===== src/pca_pkg.sv =====
// Package: register map, field positions and reset values of the counter array
package pca_pkg;
	localparam int NUM_MOD = 5;
	localparam int CNT_W = 16;
	localparam int ADDR_W = 6;

	// Register byte offsets
	localparam logic [5:0] OFF_COUNTER_LOW = 6'h00;
	localparam logic [5:0] OFF_COUNTER_HIGH = 6'h01;
	localparam logic [5:0] OFF_COUNTER_MODE = 6'h02;
	localparam logic [5:0] OFF_RUN_FLAGS = 6'h03;
	localparam logic [5:0] OFF_IRQ_STATUS = 6'h04;
	localparam logic [5:0] OFF_IRQ_CLEAR = 6'h05;
	localparam logic [5:0] OFF_IRQ_ENABLE = 6'h06;
	localparam logic [5:0] OFF_MODE_BASE = 6'h08;
	localparam logic [5:0] OFF_VAL_LOW_BASE = 6'h10;
	localparam logic [5:0] OFF_VAL_HIGH_BASE = 6'h18;

	// Counter mode register fields
	localparam int CMODE_IDLE_STOP = 7;
	localparam int CMODE_WDOG_EN = 6;
	localparam int CMODE_SRC_HI = 2;
	localparam int CMODE_SRC_LO = 1;
	localparam int CMODE_OVF_IRQ = 0;

	// Run and flags register fields
	localparam int RF_OVF_FLAG = 7;
	localparam int RF_RUN = 6;

	// Module mode register fields
	localparam int MM_IRQ_EN = 0;
	localparam int MM_PWM = 1;
	localparam int MM_TOGGLE = 2;
	localparam int MM_MATCH = 3;
	localparam int MM_FALL_CAP = 4;
	localparam int MM_RISE_CAP = 5;
	localparam int MM_COMP_EN = 6;

	localparam logic [7:0] RST_REG = 8'h00;
	localparam logic [1:0] SRC_DIV6A = 2'h0;
	localparam logic [1:0] SRC_FAST = 2'h1;
	localparam logic [1:0] SRC_TIMER0 = 2'h2;
	localparam logic [1:0] SRC_EXT = 2'h3;
	localparam int PRESCALE_DIV = 6;
	localparam int PRESCALE_FAST_DIV = 2;

	// Interrupt status bit: bits 0..4 module events, bit 5 overflow
	localparam int IRQ_OVF_BIT = 5;
endpackage


===== src/pca_top.sv =====
// Top: counter array with shared 16-bit time base and five capture/compare modules
// Operation
// - One free-running 16-bit shared up counter
// - Counter readable as high and low bytes
// - Two-bit select picks count source
// - Idle-stop bit halts counter during idle
// - Watchdog enable bit acts on module 4
// - Overflow sets flag; interrupt needs enable
// - Overflow flag cleared only by software
// - Run bit gates the counter
// - Control bits 0-4 are module flags
// - All events share one interrupt request
// - Mode bit 0 enables module interrupt
// - Mode bit 1 selects PWM output
// - Mode bit 2 toggles pin on match
// - Mode bit 3 sets flag on match
// - Mode bits 4/5 select capture edges
// - Mode bit 6 enables comparator
// - Capture latches counter into module registers
// - Each module owns pin, four modes
//
// The implementer's own choices: the address-and-strobe port and the register addresses.
`timescale 1ns/100ps
`default_nettype none
module pca_top #(
	parameter int NUM_MODULES = pca_pkg::NUM_MOD, // Capture/compare modules
	parameter int COUNT_WIDTH = pca_pkg::CNT_W    // Time base width
) (
	input  wire logic       REF_CLK_I,        // 125 MHz clock
	input  wire logic       SYS_RST_I,        // Sync reset, high
	input  wire logic [5:0] ADDR_I,           // Register byte address
	input  wire logic [7:0] WDATA_I,          // Write data
	input  wire logic       WR_I,             // Write strobe
	input  wire logic       RD_I,             // Read strobe
	output logic      [7:0] RDATA_O,          // Read data, cycle after strobe
	input  wire logic       IDLE_I,           // Processor idle mode
	input  wire logic       TIMER0_OVF_I,     // Timer 0 overflow pulse
	input  wire logic       EXT_COUNT_I,      // External count input level
	input  wire logic [4:0] MODULE_PIN_I,     // Module pins, capture side
	output logic      [4:0] MODULE_PIN_O,     // Module pins, output side
	output logic            WDOG_RESET_O,     // Module 4 watchdog match pulse
	output logic            PCA_IRQ_O,        // Shared counter interrupt
	output logic            IRQ_O             // Status/enable interrupt level
);
	localparam int N = NUM_MODULES;

	// Ports and register map are laid out for five modules on a 16-bit base
	if (NUM_MODULES != 5) begin : g_bad_mods
		$error("NUM_MODULES must be 5");
	end
	if (COUNT_WIDTH != 16) begin : g_bad_width
		$error("COUNT_WIDTH must be 16");
	end

	logic [15:0] counter;
	logic [7:0]  counter_mode_reg;
	logic        counter_overflow_flag;
	logic        counter_run;
	logic [4:0]  module_event_flag;
	logic [7:0]  module_mode_control [N];
	logic [7:0]  module_value_low [N];
	logic [7:0]  module_value_high [N];
	logic [4:0]  pin_out;
	logic [4:0]  pin_prev;
	logic [2:0]  prescale;
	logic        fast_phase;
	logic [4:0]  module_irq;
	logic        ext_prev;
	logic        tick;
	logic        count_en;
	logic        overflow;
	logic [4:0]  match_ev;
	logic [4:0]  capture_ev;
	logic [4:0]  next_event_flag;
	logic [5:0]  irq_status;
	logic [5:0]  irq_enable;
	logic [7:0]  next_rdata;

	wire wr_run = WR_I && ADDR_I == pca_pkg::OFF_RUN_FLAGS;

	// ----------------------------------------------------------------
	// Count source and time base
	// ----------------------------------------------------------------
	always_ff @(posedge REF_CLK_I) begin
		if (SYS_RST_I || prescale == 3'(pca_pkg::PRESCALE_DIV - 1)) begin
			prescale <= 3'h0;
		end else begin
			prescale <= prescale + 3'h1;
		end
	end

	always_ff @(posedge REF_CLK_I) begin
		if (SYS_RST_I || fast_phase == 1'(pca_pkg::PRESCALE_FAST_DIV - 1)) begin
			fast_phase <= 1'b0;
		end else begin
			fast_phase <= fast_phase + 1'b1;
		end
	end

	always_ff @(posedge REF_CLK_I) begin
		if (SYS_RST_I) begin
			ext_prev <= 1'b0;
		end else begin
			ext_prev <= EXT_COUNT_I;
		end
	end

	// Slow and fast dividers run free, so the first step after run has a loose phase
	always_comb begin
		case (counter_mode_reg[pca_pkg::CMODE_SRC_HI:pca_pkg::CMODE_SRC_LO])
			pca_pkg::SRC_FAST:   tick = fast_phase == 1'(pca_pkg::PRESCALE_FAST_DIV - 1);
			pca_pkg::SRC_TIMER0: tick = TIMER0_OVF_I;
			pca_pkg::SRC_EXT:    tick = ext_prev && !EXT_COUNT_I;
			default:             tick = prescale == 3'(pca_pkg::PRESCALE_DIV - 1);
		endcase
	end

	assign count_en = tick && counter_run
		&& !(IDLE_I && counter_mode_reg[pca_pkg::CMODE_IDLE_STOP]);
	assign overflow = count_en && counter == 16'hffff;

	always_ff @(posedge REF_CLK_I) begin
		if (SYS_RST_I) begin
			counter <= 16'h0000;
		end else if (WR_I && ADDR_I == pca_pkg::OFF_COUNTER_LOW) begin
			counter[7:0] <= WDATA_I;
		end else if (WR_I && ADDR_I == pca_pkg::OFF_COUNTER_HIGH) begin
			counter[15:8] <= WDATA_I;
		end else if (count_en) begin
			counter <= counter + 16'h0001;
		end
	end

	// ----------------------------------------------------------------
	// Control registers
	// ----------------------------------------------------------------
	always_ff @(posedge REF_CLK_I) begin
		if (SYS_RST_I) begin
			counter_mode_reg <= pca_pkg::RST_REG;
		end else if (WR_I && ADDR_I == pca_pkg::OFF_COUNTER_MODE) begin
			counter_mode_reg <= WDATA_I & 8'hc7;
		end
	end

	always_ff @(posedge REF_CLK_I) begin
		if (SYS_RST_I) begin
			counter_run <= 1'b0;
		end else if (wr_run) begin
			counter_run <= WDATA_I[pca_pkg::RF_RUN];
		end
	end

	// Software may set or clear; hardware only sets, and a set beats a clear
	always_ff @(posedge REF_CLK_I) begin
		if (SYS_RST_I) begin
			counter_overflow_flag <= 1'b0;
		end else if (overflow) begin
			counter_overflow_flag <= 1'b1;
		end else if (wr_run) begin
			counter_overflow_flag <= WDATA_I[pca_pkg::RF_OVF_FLAG];
		end
	end

	always_comb begin
		next_event_flag = wr_run ? WDATA_I[4:0] : module_event_flag;
		next_event_flag = next_event_flag | match_ev | capture_ev;
	end

	always_ff @(posedge REF_CLK_I) begin
		if (SYS_RST_I) begin
			module_event_flag <= 5'h00;
		end else begin
			module_event_flag <= next_event_flag;
		end
	end

	// ----------------------------------------------------------------
	// Capture/compare modules
	// ----------------------------------------------------------------
	genvar g;
	generate
		for (g = 0; g < N; g++) begin : g_mod
			wire [7:0]  mm = module_mode_control[g];
			wire [15:0] val = {module_value_high[g], module_value_low[g]};
			wire        rise = !pin_prev[g] && MODULE_PIN_I[g];
			wire        fall = pin_prev[g] && !MODULE_PIN_I[g];
			// Compared only on a count step, so one counter value gives one match
			wire        hit = mm[pca_pkg::MM_COMP_EN] && count_en
				&& counter + 16'h0001 == val;

			assign match_ev[g] = hit && mm[pca_pkg::MM_MATCH];
			assign module_irq[g] = module_event_flag[g] && mm[pca_pkg::MM_IRQ_EN];
			assign capture_ev[g] = (rise && mm[pca_pkg::MM_RISE_CAP])
				|| (fall && mm[pca_pkg::MM_FALL_CAP]);

			always_ff @(posedge REF_CLK_I) begin
				if (SYS_RST_I) begin
					pin_prev[g] <= 1'b0;
				end else begin
					pin_prev[g] <= MODULE_PIN_I[g];
				end
			end

			always_ff @(posedge REF_CLK_I) begin
				if (SYS_RST_I) begin
					module_mode_control[g] <= pca_pkg::RST_REG;
				end else if (WR_I && ADDR_I == pca_pkg::OFF_MODE_BASE + 6'(g)) begin
					module_mode_control[g] <= WDATA_I & 8'h7f;
				end
			end

			always_ff @(posedge REF_CLK_I) begin
				if (SYS_RST_I) begin
					module_value_low[g] <= 8'h00;
					module_value_high[g] <= 8'h00;
				end else if (capture_ev[g]) begin
					{module_value_high[g], module_value_low[g]} <= counter;
				end else begin
					if (WR_I && ADDR_I == pca_pkg::OFF_VAL_LOW_BASE + 6'(g)) begin
						module_value_low[g] <= WDATA_I;
					end
					if (WR_I && ADDR_I == pca_pkg::OFF_VAL_HIGH_BASE + 6'(g)) begin
						module_value_high[g] <= WDATA_I;
					end
				end
			end

			// PWM: low while counter below value, else high; otherwise toggle on match
			always_ff @(posedge REF_CLK_I) begin
				if (SYS_RST_I) begin
					pin_out[g] <= 1'b1;
				end else if (mm[pca_pkg::MM_PWM] && mm[pca_pkg::MM_COMP_EN]) begin
					pin_out[g] <= !(counter < val);
				end else if (hit && mm[pca_pkg::MM_TOGGLE]) begin
					pin_out[g] <= !pin_out[g];
				end
			end
		end
	endgenerate

	assign MODULE_PIN_O = pin_out;

	always_ff @(posedge REF_CLK_I) begin
		if (SYS_RST_I) begin
			WDOG_RESET_O <= 1'b0;
		end else begin
			WDOG_RESET_O <= match_ev[4] && counter_mode_reg[pca_pkg::CMODE_WDOG_EN];
		end
	end

	// ----------------------------------------------------------------
	// Interrupts
	// ----------------------------------------------------------------
	always_ff @(posedge REF_CLK_I) begin
		if (SYS_RST_I) begin
			PCA_IRQ_O <= 1'b0;
		end else begin
			PCA_IRQ_O <= (counter_overflow_flag && counter_mode_reg[pca_pkg::CMODE_OVF_IRQ])
				|| |module_irq;
		end
	end

	always_ff @(posedge REF_CLK_I) begin
		if (SYS_RST_I) begin
			irq_status <= 6'h00;
		end else begin
			irq_status <= ((WR_I && ADDR_I == pca_pkg::OFF_IRQ_CLEAR)
				? irq_status & ~WDATA_I[5:0] : irq_status)
				| {overflow, match_ev | capture_ev};
		end
	end

	always_ff @(posedge REF_CLK_I) begin
		if (SYS_RST_I) begin
			irq_enable <= 6'h00;
		end else if (WR_I && ADDR_I == pca_pkg::OFF_IRQ_ENABLE) begin
			irq_enable <= WDATA_I[5:0];
		end
	end

	assign IRQ_O = |(irq_status & irq_enable);

	// ----------------------------------------------------------------
	// Read path
	// ----------------------------------------------------------------
	always_comb begin
		next_rdata = 8'h00;
		if (ADDR_I == pca_pkg::OFF_COUNTER_LOW) begin
			next_rdata = counter[7:0];
		end else if (ADDR_I == pca_pkg::OFF_COUNTER_HIGH) begin
			next_rdata = counter[15:8];
		end else if (ADDR_I == pca_pkg::OFF_COUNTER_MODE) begin
			next_rdata = counter_mode_reg;
		end else if (ADDR_I == pca_pkg::OFF_RUN_FLAGS) begin
			next_rdata = {counter_overflow_flag, counter_run, 1'b0, module_event_flag};
		end else if (ADDR_I == pca_pkg::OFF_IRQ_STATUS) begin
			next_rdata = {2'h0, irq_status};
		end else if (ADDR_I == pca_pkg::OFF_IRQ_ENABLE) begin
			next_rdata = {2'h0, irq_enable};
		end else if (ADDR_I >= pca_pkg::OFF_MODE_BASE && ADDR_I < pca_pkg::OFF_MODE_BASE + 6'h05) begin
			next_rdata = module_mode_control[3'(ADDR_I - pca_pkg::OFF_MODE_BASE)];
		end else if (ADDR_I >= pca_pkg::OFF_VAL_LOW_BASE
			&& ADDR_I < pca_pkg::OFF_VAL_LOW_BASE + 6'h05) begin
			next_rdata = module_value_low[3'(ADDR_I - pca_pkg::OFF_VAL_LOW_BASE)];
		end else if (ADDR_I >= pca_pkg::OFF_VAL_HIGH_BASE
			&& ADDR_I < pca_pkg::OFF_VAL_HIGH_BASE + 6'h05) begin
			next_rdata = module_value_high[3'(ADDR_I - pca_pkg::OFF_VAL_HIGH_BASE)];
		end
	end

	always_ff @(posedge REF_CLK_I) begin
		if (SYS_RST_I) begin
			RDATA_O <= 8'h00;
		end else if (RD_I) begin
			RDATA_O <= next_rdata;
		end else begin
			RDATA_O <= 8'h00;
		end
	end
endmodule
`default_nettype wire


===== config.mk =====
export PLATFORM = sky130hd
export DESIGN_NAME = pca_top
export DESIGN_NICKNAME = d
export VERILOG_FILES = /design/src/pca_pkg.sv /design/src/pca_top.sv
export SDC_FILE = /design/constraint.sdc
export NUM_CORES = 1
export LEC_CHECK = 0
export BUFFER_PORTS_ARGS = -buffer_cell sky130_fd_sc_hd__buf_4
export CAP_MARGIN = 30
export CORE_MARGIN = 5
export CORE_UTILIZATION = 38
export CTS_CLUSTER_DIAMETER = 60
export CTS_CLUSTER_SIZE = 24
export DETAILED_ROUTE_END_ITERATION = 8
export SYNTH_ARGS = -nofsm -noshare
export SYNTH_HDL_FRONTEND = slang
export SYNTH_SLANG_ARGS = --single-unit

===== constraint.sdc =====
create_clock -name REF_CLK_I -period 7.6 [get_ports REF_CLK_I]
set_clock_uncertainty 0.15 [all_clocks]
set_input_delay 0.76 -clock REF_CLK_I [delete_from_list [all_inputs] [get_ports REF_CLK_I]]
set_output_delay 0.76 -clock REF_CLK_I [all_outputs]
set_load 0.1 [all_outputs]

======== After elaboration in Yosys (flattened, before gate mapping) ========
Memories as Yosys holds them, arrays and structs flattened.
Cells that the tools add are included.
word-level totals
  register bits ........................... 145
  memory bits (writable) .................. 35
  bits of input ports ..................... 26
  output and inout port bits .............. 16
  logic and storage cells ................. 313
  memories ................................ 1
operators by class
  $add $sub $neg .......................... 6
  $lt $le $gt $ge ......................... 13
  eq/ne operators ......................... 32
  multiplexer cells ....................... 76
  bitwise gates (word level) .............. 16
  reductions and logical operators ........ 135
memory list
  name                 depth  bits a word  read ports  clocked after memory_dff  wr ports  RTL line       text
  module_mode_control  5      7            6           0                         5         pca_top.sv:60  logic [7:0] module_mode_control [N];
operators by type and width
  operator                                                           number
  two-way mux 8 bit                                                  36
  logical AND 1 bit                                                  81
  equality test 16 bit                                               5
  less-than comparator 16 bit                                        5
  equality test 6 x 5 -> 1 bit, second input constant                10
  binary-select mux 8 bit (select 3 bit)                             2
  nonzero test 2 bit                                                 18
  two-way mux 7 bit                                                  5
  equality test 6 x 4 -> 1 bit, second input constant                5
  two-way mux 1 bit                                                  29
  logical NOT 1 bit                                                  22
  equality test 6 x 3 -> 1 bit, second input constant                3
  adder 16 x 1 -> 16 bit, second input constant                      1
  equality test 16 bit, second input constant                        1
  two-way mux 16 bit                                                 1
  bitwise OR 5 bit                                                   3
  AND 6 bit                                                          2
  equality test 6 x 2 -> 1 bit, second input constant                2
  greater-or-equal comparator 6 x 5 -> 1 bit, second input constant  2
  less-than comparator 6 x 5 -> 1 bit, second input constant         2
  subtractor 3 x 1 -> 3 bit, second input constant                   3
  greater-or-equal comparator 4 bit, second input constant           2
  logical OR 1 bit                                                   8
  NOT 3 -> 4 bit                                                     2
  other kinds (21)                                                   28

======== Longest topological paths before layout ========
Gate-level depths: netlist of the first run.
  depth in word-level cells ............... 14
  gate-level depth with buffers ........... 11
  mapped depth without buffers ............ 10

======== Worst setup path before layout of the first run ========
No wires, ideal clock.
  kind .................................... in2reg
  start point ............................. input ADDR_I[0]
  end point ............................... register counter[13]
  setup time .............................. 0.128 ns
  data arrival time ....................... 2.794 ns
  required time ........................... 7.322 ns
  slack ................................... 4.529 ns
  cell stages on the path ................. 10
  cell sequence ........................... buf_2 > buf_4 > buf_2 > nand2b_1 > nor3_1 > o21a_1 > buf_2 > o21ai_0 > a22oi_1 > nor2_1
on the way
  longest elaborated chain between the ends .. 4
  elaborated cells on any way between the ends .. 8
  those cells by class .................... 1 x eq/ne; 1 x mux; 1 x bitwise; 5 x reduce/logical
ends and longest elaborated chain
  element                                                            RTL line                        text
  start, declared                                                    pca_top.sv:31                   input wire logic [5:0] ADDR_I,
  equality test 6 x 1 -> 1 bit or logical NOT 6 bit (tied branches)  pca_top.sv:127, pca_top.sv:125
  logical AND 1 bit, on equally long branches                        pca_top.sv:127, pca_top.sv:125
  nonzero test 2 bit (no source line) or NOT 1 bit (tied branches)   -
  AND reduction 2 bit (no source line)                               -
  end signal, assigned                                               pca_top.sv:130                  counter <= counter + 16'h0001;
  end, declared                                                      pca_top.sv:55                   logic [15:0] counter;
Several ways; a longest one is shown, not always the timed one.
A chain may end at the register's enable or synchronous reset.

======== Final worst setup path of the first run ========
  start point ............................. register counter[1]
  end point ............................... register irq_status[1]
on the way
  longest elaborated chain between the ends .. 6
ends and longest elaborated chain
  element                 RTL line        text
  adder 16 x 1 -> 16 bit  pca_top.sv:189  && counter + 16'h0001 == val;
  equality test 16 bit    pca_top.sv:189
  logical AND 1 bit       pca_top.sv:189
  logical AND 1 bit       pca_top.sv:191  assign match_ev[g] = hit && mm[pca_pkg::MM_MATCH];
  bitwise OR 5 bit        pca_top.sv:269  | {overflow, match_ev | capture_ev};
  bitwise OR 6 bit        pca_top.sv:269
  end signal, assigned    pca_top.sv:267  irq_status <= ((WR_I && ADDR_I == pca_pkg::OFF_IRQ_CLEAR)
  end, declared           pca_top.sv:75   logic [5:0] irq_status;
No other way between the ends.

==> results of run 1 <==
==> cell type report <==
class	instances	area, sq um	share of cell area (%)
Tap cell	455	569	3.89
Multi-Input combinational cell	1236	8540	58.4
Clock inverter	15	198	1.35
Inverter	101	379	2.59
Timing Repair Buffer	73	559	3.82
Sequential cell	180	3950	27.0
Clock buffer	17	425	2.91
==> layout by cell type (no fill, tap or decap), types with 36 or more instances in the layout <==
| cell type | instances |
|---|---|
| xnor2_1 | 44 |
| o21ai_0 | 94 |
| ha_1 | 83 |
| and2_1 | 41 |
| buf_4 | 70 |
| nor2_1 | 176 |
| dfxtp_1 | 145 |
| nand2_1 | 147 |
| mux2i_1 | 57 |
| a21oi_1 | 81 |
| inv_1 | 101 |
| nand3_1 | 53 |
| a211oi_1 | 36 |
| a311oi_1 | 66 |
==> per-stage QoR <==
step	hold WS (ns)	power, W
final	0.269	0.00253
after global routing	0.312	0.00262
after CTS	0.273	0.00253
after detailed placement	0.255	0.00159
after global placement	0.253	0.00159
after floorplan	0.238	0.00141
==> critical path, stage by stage (launching register included) <==
cell and delay (ns):
dfxtp_1 0.85, ha_1 0.49, nand4_2 0.62, nor3_1 0.65, xnor2_1 0.31, xnor2_1 0.20
or3_1 0.39, nor4_1 0.54, a21boi_0 0.22, a21oi_1 0.17
==> layer usage <==
| metal | GRT usage, % | routed length (microns) | up-vias |
|---|---|---|---|
| met2 | 44.4 | 25300 | 778 |
| li1 | - | - | 5985 |
| met4 | 11.9 | 2420 | 0 |
| met3 | 5.94 | 5780 | 118 |
| met1 | 41.6 | 25000 | 6621 |
| met5 | 0 | 0 | - |
==> path summary, 6_finish.rpt <==
check             start            end
max          counter[1]  irq_status[1]
min          fast_phase     fast_phase
max reg2reg  counter[1]  irq_status[1]
min reg2reg  fast_phase     fast_phase
==> power breakdown <==
group          internal (W)  switching, W
Sequential          0.00103     0.0000863
Clock              0.000454      0.000491
Combinational      0.000168      0.000306
Total               0.00165      0.000883
==> kinds of logic (layout without fill, tap and decap cells) <==
family	Yosys count	count (layout)
buf+inv	230	206
fa+ha+maj	83	83
mux	80	80
compound gates	433	433
simple gates	578	578
xor+xnor	62	62
flops	180	180
==> reports/results.txt, run 1 <==
Fin crit period: 4.66 ns
CTS clk-pin slew, worst paths: 0.08 ns
CTS tree: yes
First-pass GRT wire length: 86200 microns
Setup-failing EPs final: 0
Worst Slack Setup Final: 2.94 ns
Post-CTS resize count: 0
Complex-gate fraction of the synthesized area: 22.3%
RD Place Congestion: 0.998
H-tree level count: 4
Hold crit path type: flop to flop
Critical path class: flop to flop
Core footprint: 34600 sq um
Net count after synthesis: 1755
Via count: 13500
Synth top area cells: dfxtp_1, edfxtp_1, ha_1
Worst EP required: 7.85 ns
Async SR Flop Fraction: 0%
Crit path DAT: 4.91 ns
FP Rows: 68
Seq/Total Area, Yosys: 29.6%
Max-slew violation count: 0
Prevailing post-synth register cell: dfxtp_1
Startpoint types: flop
Maxcap violations: 0
Residual DRC count: 0
Post-CTS Repair Setup Buffers: 0
Slew @ Worst Pin: 1.08 ns
Detail Placement HPWL: 41900 microns
Sink Count: 180
Worst-Skew Late Latency: 0.47 ns
Die Y: 198 microns
Initial antenna violation count: 0
Netlist Area Pre-Place: 13400 sq um
Crit-path max FO: 17
Port Buf Inserts: 41
Placed cells: 2045
Share of post-route cells with drive strength above 1: 9.49%
Max Buffers Root-to-Sink: 2
Largest net degree at the start of global routing: 58
Number of standard cells after synthesis: 1646
Final instance area: 14600 sq um
Max Fclk: 215 MHz
WL final: 58500 microns
Rel. slew slack: 27.4%
Final ANT Viol Nets: 0
Synthesized-area fraction occupied by adder cells: 7.77%
Area post-placement: 14000 sq um
Total CTS buffers: 17
Hold Path Cell Cnt: 1
Die X-Extent: 198 microns
Synth unique cells: 81
Simple-gate share of the synthesized area: 21.1%
Fin. Hold Viols: 0
Largest register FFs: 80
Fillers: 3522
Mux cell area share after synthesis: 7.81%
Synth area leader: dfxtp_1
Final std cells w/o fill: 2077
FF-to-FF setup slack: 2.94 ns
Synth Warn #: 0
Setup WS pre-CTS: 3.05 ns
# hold bufs at CTS: 0
First-iteration detailed-routing DRC count: 1692
Grt total ovfl: 0
Main combinational cell family by area after synthesis: compound AO/OA/AOI/OAI gates
Synth-to-layout area growth: 9.41%
Kind of end point of the critical path: flop
Initial Util: 38.6%
Final period utilization: 61.3%
Status: finished, final reports clean
Post-layout util: 42.2%
IO Pins: 42
Top post-synthesis cells by count: nor2_1, nand2_1, dfxtp_1
Syn avg cell area: 8.12 sq um
PwrDens: 173 nW/um^2
1st-pass router iterations: 6
Area share of xor/xnor cells in the synthesized design: 4.63%
Die ar.: 39000 sq um
Vias in the first global route: 12600
RSZ-0062 raised after global routing: false
Clock root cell: clkbuf_16
Setup TNS Final: 0 ns
Yosys reg bits: 180
Post-synth EDFFs: 35
Register-to-Register Path Depth: 9
Post-synth top area share: 21.7%
Count leader, synth: nor2_1
Maximum vdd drop: 0.163 mV
Via-to-Cell Ratio: 6.50
Lkg Pwr: 5.33 nW
WL/cell: 28.2 microns
Antenna cell count: 0
Gr usage total: 29.6%
Nets@finish: 1718
Note: power is estimated with default switching activity, not from simulation.
==> run 2: changes to the inputs <==
==> constraint.sdc (replaced) <==
create_clock -name REF_CLK_I -period 4.8 [get_ports REF_CLK_I]
set_clock_uncertainty 0.15 [all_clocks]
set_input_delay 0.48 -clock REF_CLK_I [delete_from_list [all_inputs] [get_ports REF_CLK_I]]
set_output_delay 0.48 -clock REF_CLK_I [all_outputs]
set_load 0.1 [all_outputs]
==> run 2 against run 1 <==
Net effect: global-route usage grew 1.1 points; setup slack lost 2.0 ns; flip-flop and latch count is the same; critical endpoint unchanged; largest cell class unchanged; largest power group unchanged.
==> reports/results.txt, run 2 (synthesis results as in run 1) <==
Status: finished, final reports clean
Maximum vdd drop: 0.229 mV (+41%)
Sink Count: 180 (unchanged)
Slowest stage delay, CP: 0.64 ns (-0.21 ns)
RSZ-0062 raised after global routing: false
Fin. Hold Viols: 0 (unchanged)
Setup TNS Final: 0 ns (unchanged)
Maxcap violations: 0 (unchanged)
Antenna cell count: 0 (unchanged)
Initial Util: 38.6% (unchanged)
Vias in the first global route: 12500 (-0.42%)
Commonest non-fill, non-tap cell in the layout: nor2_1
Commonest cells after routing, fill and taps aside: nor2_1, nand2_1, dfxtp_1
Die X-Extent: 198 microns (unchanged)
Fillers: 3465 (-1.6%)
WL final: 60700 microns (+3.7%)
Grt total ovfl: 0 (unchanged)
H-tree level count: 4 (unchanged)
PwrDens: 278 nW/um^2 (+60%)
Slew @ Worst Pin: 1.01 ns (-0.0701 ns)
Multi-input gate area in the final layout: 8550 sq um (about the same)
Max Fclk: 261 MHz (+22%)
Worst EP required: 5.05 ns (-2.80 ns)
Post-layout util: 42.7% (+0.50 points)
Final ANT Viol Nets: 0 (unchanged)
Seq. cell area: 3950 sq um (unchanged)
WL/cell: 29.0 microns (+2.8%)
Clock root cell: clkbuf_16
Die Y: 198 microns (unchanged)
Crit-path slowest cell: dfxtp_1
Via-to-Cell Ratio: 6.44 (-0.95%)
Core footprint: 34600 sq um (unchanged)
Critical path class: flop to flop
Max Buffers Root-to-Sink: 2 (unchanged)
# hold bufs at CTS: 0 (unchanged)
Hold Slack: 0.0852 ns (-0.184 ns)
CTS tree: yes
Setup-failing EPs final: 0 (unchanged)
Worst-Skew Late Latency: 0.48 ns (about the same)
Die ar.: 39000 sq um (unchanged)
Synth-to-layout area growth: 10.7%
Lkg Pwr: 5.44 nW (+2.1%)
Via count: 13500 (-0.096%)
FP Rows: 68 (unchanged)
CTS clk-pin slew, worst paths: 0.08 ns (about the same)
Residual DRC count: 0 (unchanged)
Crit-path max FO: 18 (+1)
First-pass GRT wire length: 87900 microns (+2.0%)
Final period utilization: 79.7% (+18 points)
Nets@finish: 1736 (+1.0%)
Detail Placement HPWL: 45100 microns (+7.4%)
Hold crit path type: input port to flop
IO Pins: 42 (unchanged)
Crit path DAT: 4.07 ns (-0.84 ns)
Share of post-route cells with drive strength above 1: 10.5% (+1.1 points)
RD Place Congestion: 1.00 (+0.41%)
Max-slew violation count: 0 (unchanged)
Kind of end point of the critical path: flop
Startpoint types: flop
First-iteration detailed-routing DRC count: 1726 (+2.0%)
Post-CTS resize count: 0 (unchanged)
Crit path cell chain: nand4_4 -> nor3_1 -> xnor2_1 -> xnor2_1 -> or3_1 -> nor4_1 -> a21boi_0 -> a21oi_1
Fin crit period: 3.82 ns (-0.831 ns)
Initial antenna violation count: 0 (unchanged)
Rel. slew slack: 32.1% (+4.7 points)
CP dominant cell by count: xnor2_1
Port Buf Inserts: 41 (unchanged)
Post-CTS Repair Setup Buffers: 0 (unchanged)
1st-pass router iterations: 8 (+2)
Gr usage total: 30.7% (+1.1 points)
Largest register FFs: 80 (unchanged)
Total CTS buffers: 17 (unchanged)
Largest net degree at the start of global routing: 74 (+28%)
[run 2: cell types whose count changed in the layout (fill, tap and decap cells not counted), moves of 2 or more]
| cell | previous run | this run |
|---|---|---|
| buf_4 | 70 | 89 |
| buf_6 | 3 | 1 |
| clkbuf_16 | 17 | 20 |
| clkinv_8 | 6 | 2 |
| inv_12 | 2 | 0 |
| inv_6 | 2 | 5 |
[run 2: per-layer routing]
metal	part of all wire [%]	vias to the layer above	global-route usage [%]
met3	9.0	143	5.17
met1	43	6579	43.2
met4	5.1	0	14.9
met5	0	-	0
met2	43	766	45.5
li1	-	6001	-
[run 2: area by class of cell]
type,instances,area share [%]
inverter,101,2.56
clock buffer,21,3.47
clock inverter,11,0.947
timing repair buffer,91,4.69
tap,455,3.85
multi-input combinational,1236,57.8
sequential,180,26.7
[run 2: where the power goes]
part | switching (W) | leakage (nW) | internal [W]
registers | 0.000147 | 1.52 | 0.00163
clock network | 0.000725 | 0.322 | 0.000851
logic | 0.000491 | 3.59 | 0.000270
total | 0.00136 | 5.44 | 0.00275
[run 2: through the flow]
stage | total power, W | std cells | setup WS, ns | area [sq um]
global placement | 0.00254 | 2061 | 1.20 | 14100
CTS | 0.00410 | 2095 | 1.07 | 14800
finish | 0.00411 | 2095 | 0.976 | 14800
floorplan | 0.00223 | 1646 | 1.82 | 13400
global route | 0.00424 | 2095 | 0.854 | 14800
detailed placement | 0.00255 | 2063 | 1.11 | 14100
[run 2: worst max-delay path, delay by kind of cell (launching register included)]
family | cells | cell delay, ns
XOR/XNOR | 2 | 0.54
AND/OR/NAND/NOR | 4 | 1.99
AO/OA/AOI/OAI | 2 | 0.43
flip-flops | 1 | 0.64
[run 2: final timing paths]
check	slack [ns]	cells past startpoint	startpoint	end
max	0.98	8	counter[7]	irq_status[1]
min	0.09	2	EXT_COUNT_I	ext_prev
max reg2reg	0.98	8	counter[7]	irq_status[1]
min reg2reg	0.27	1	fast_phase	fast_phase
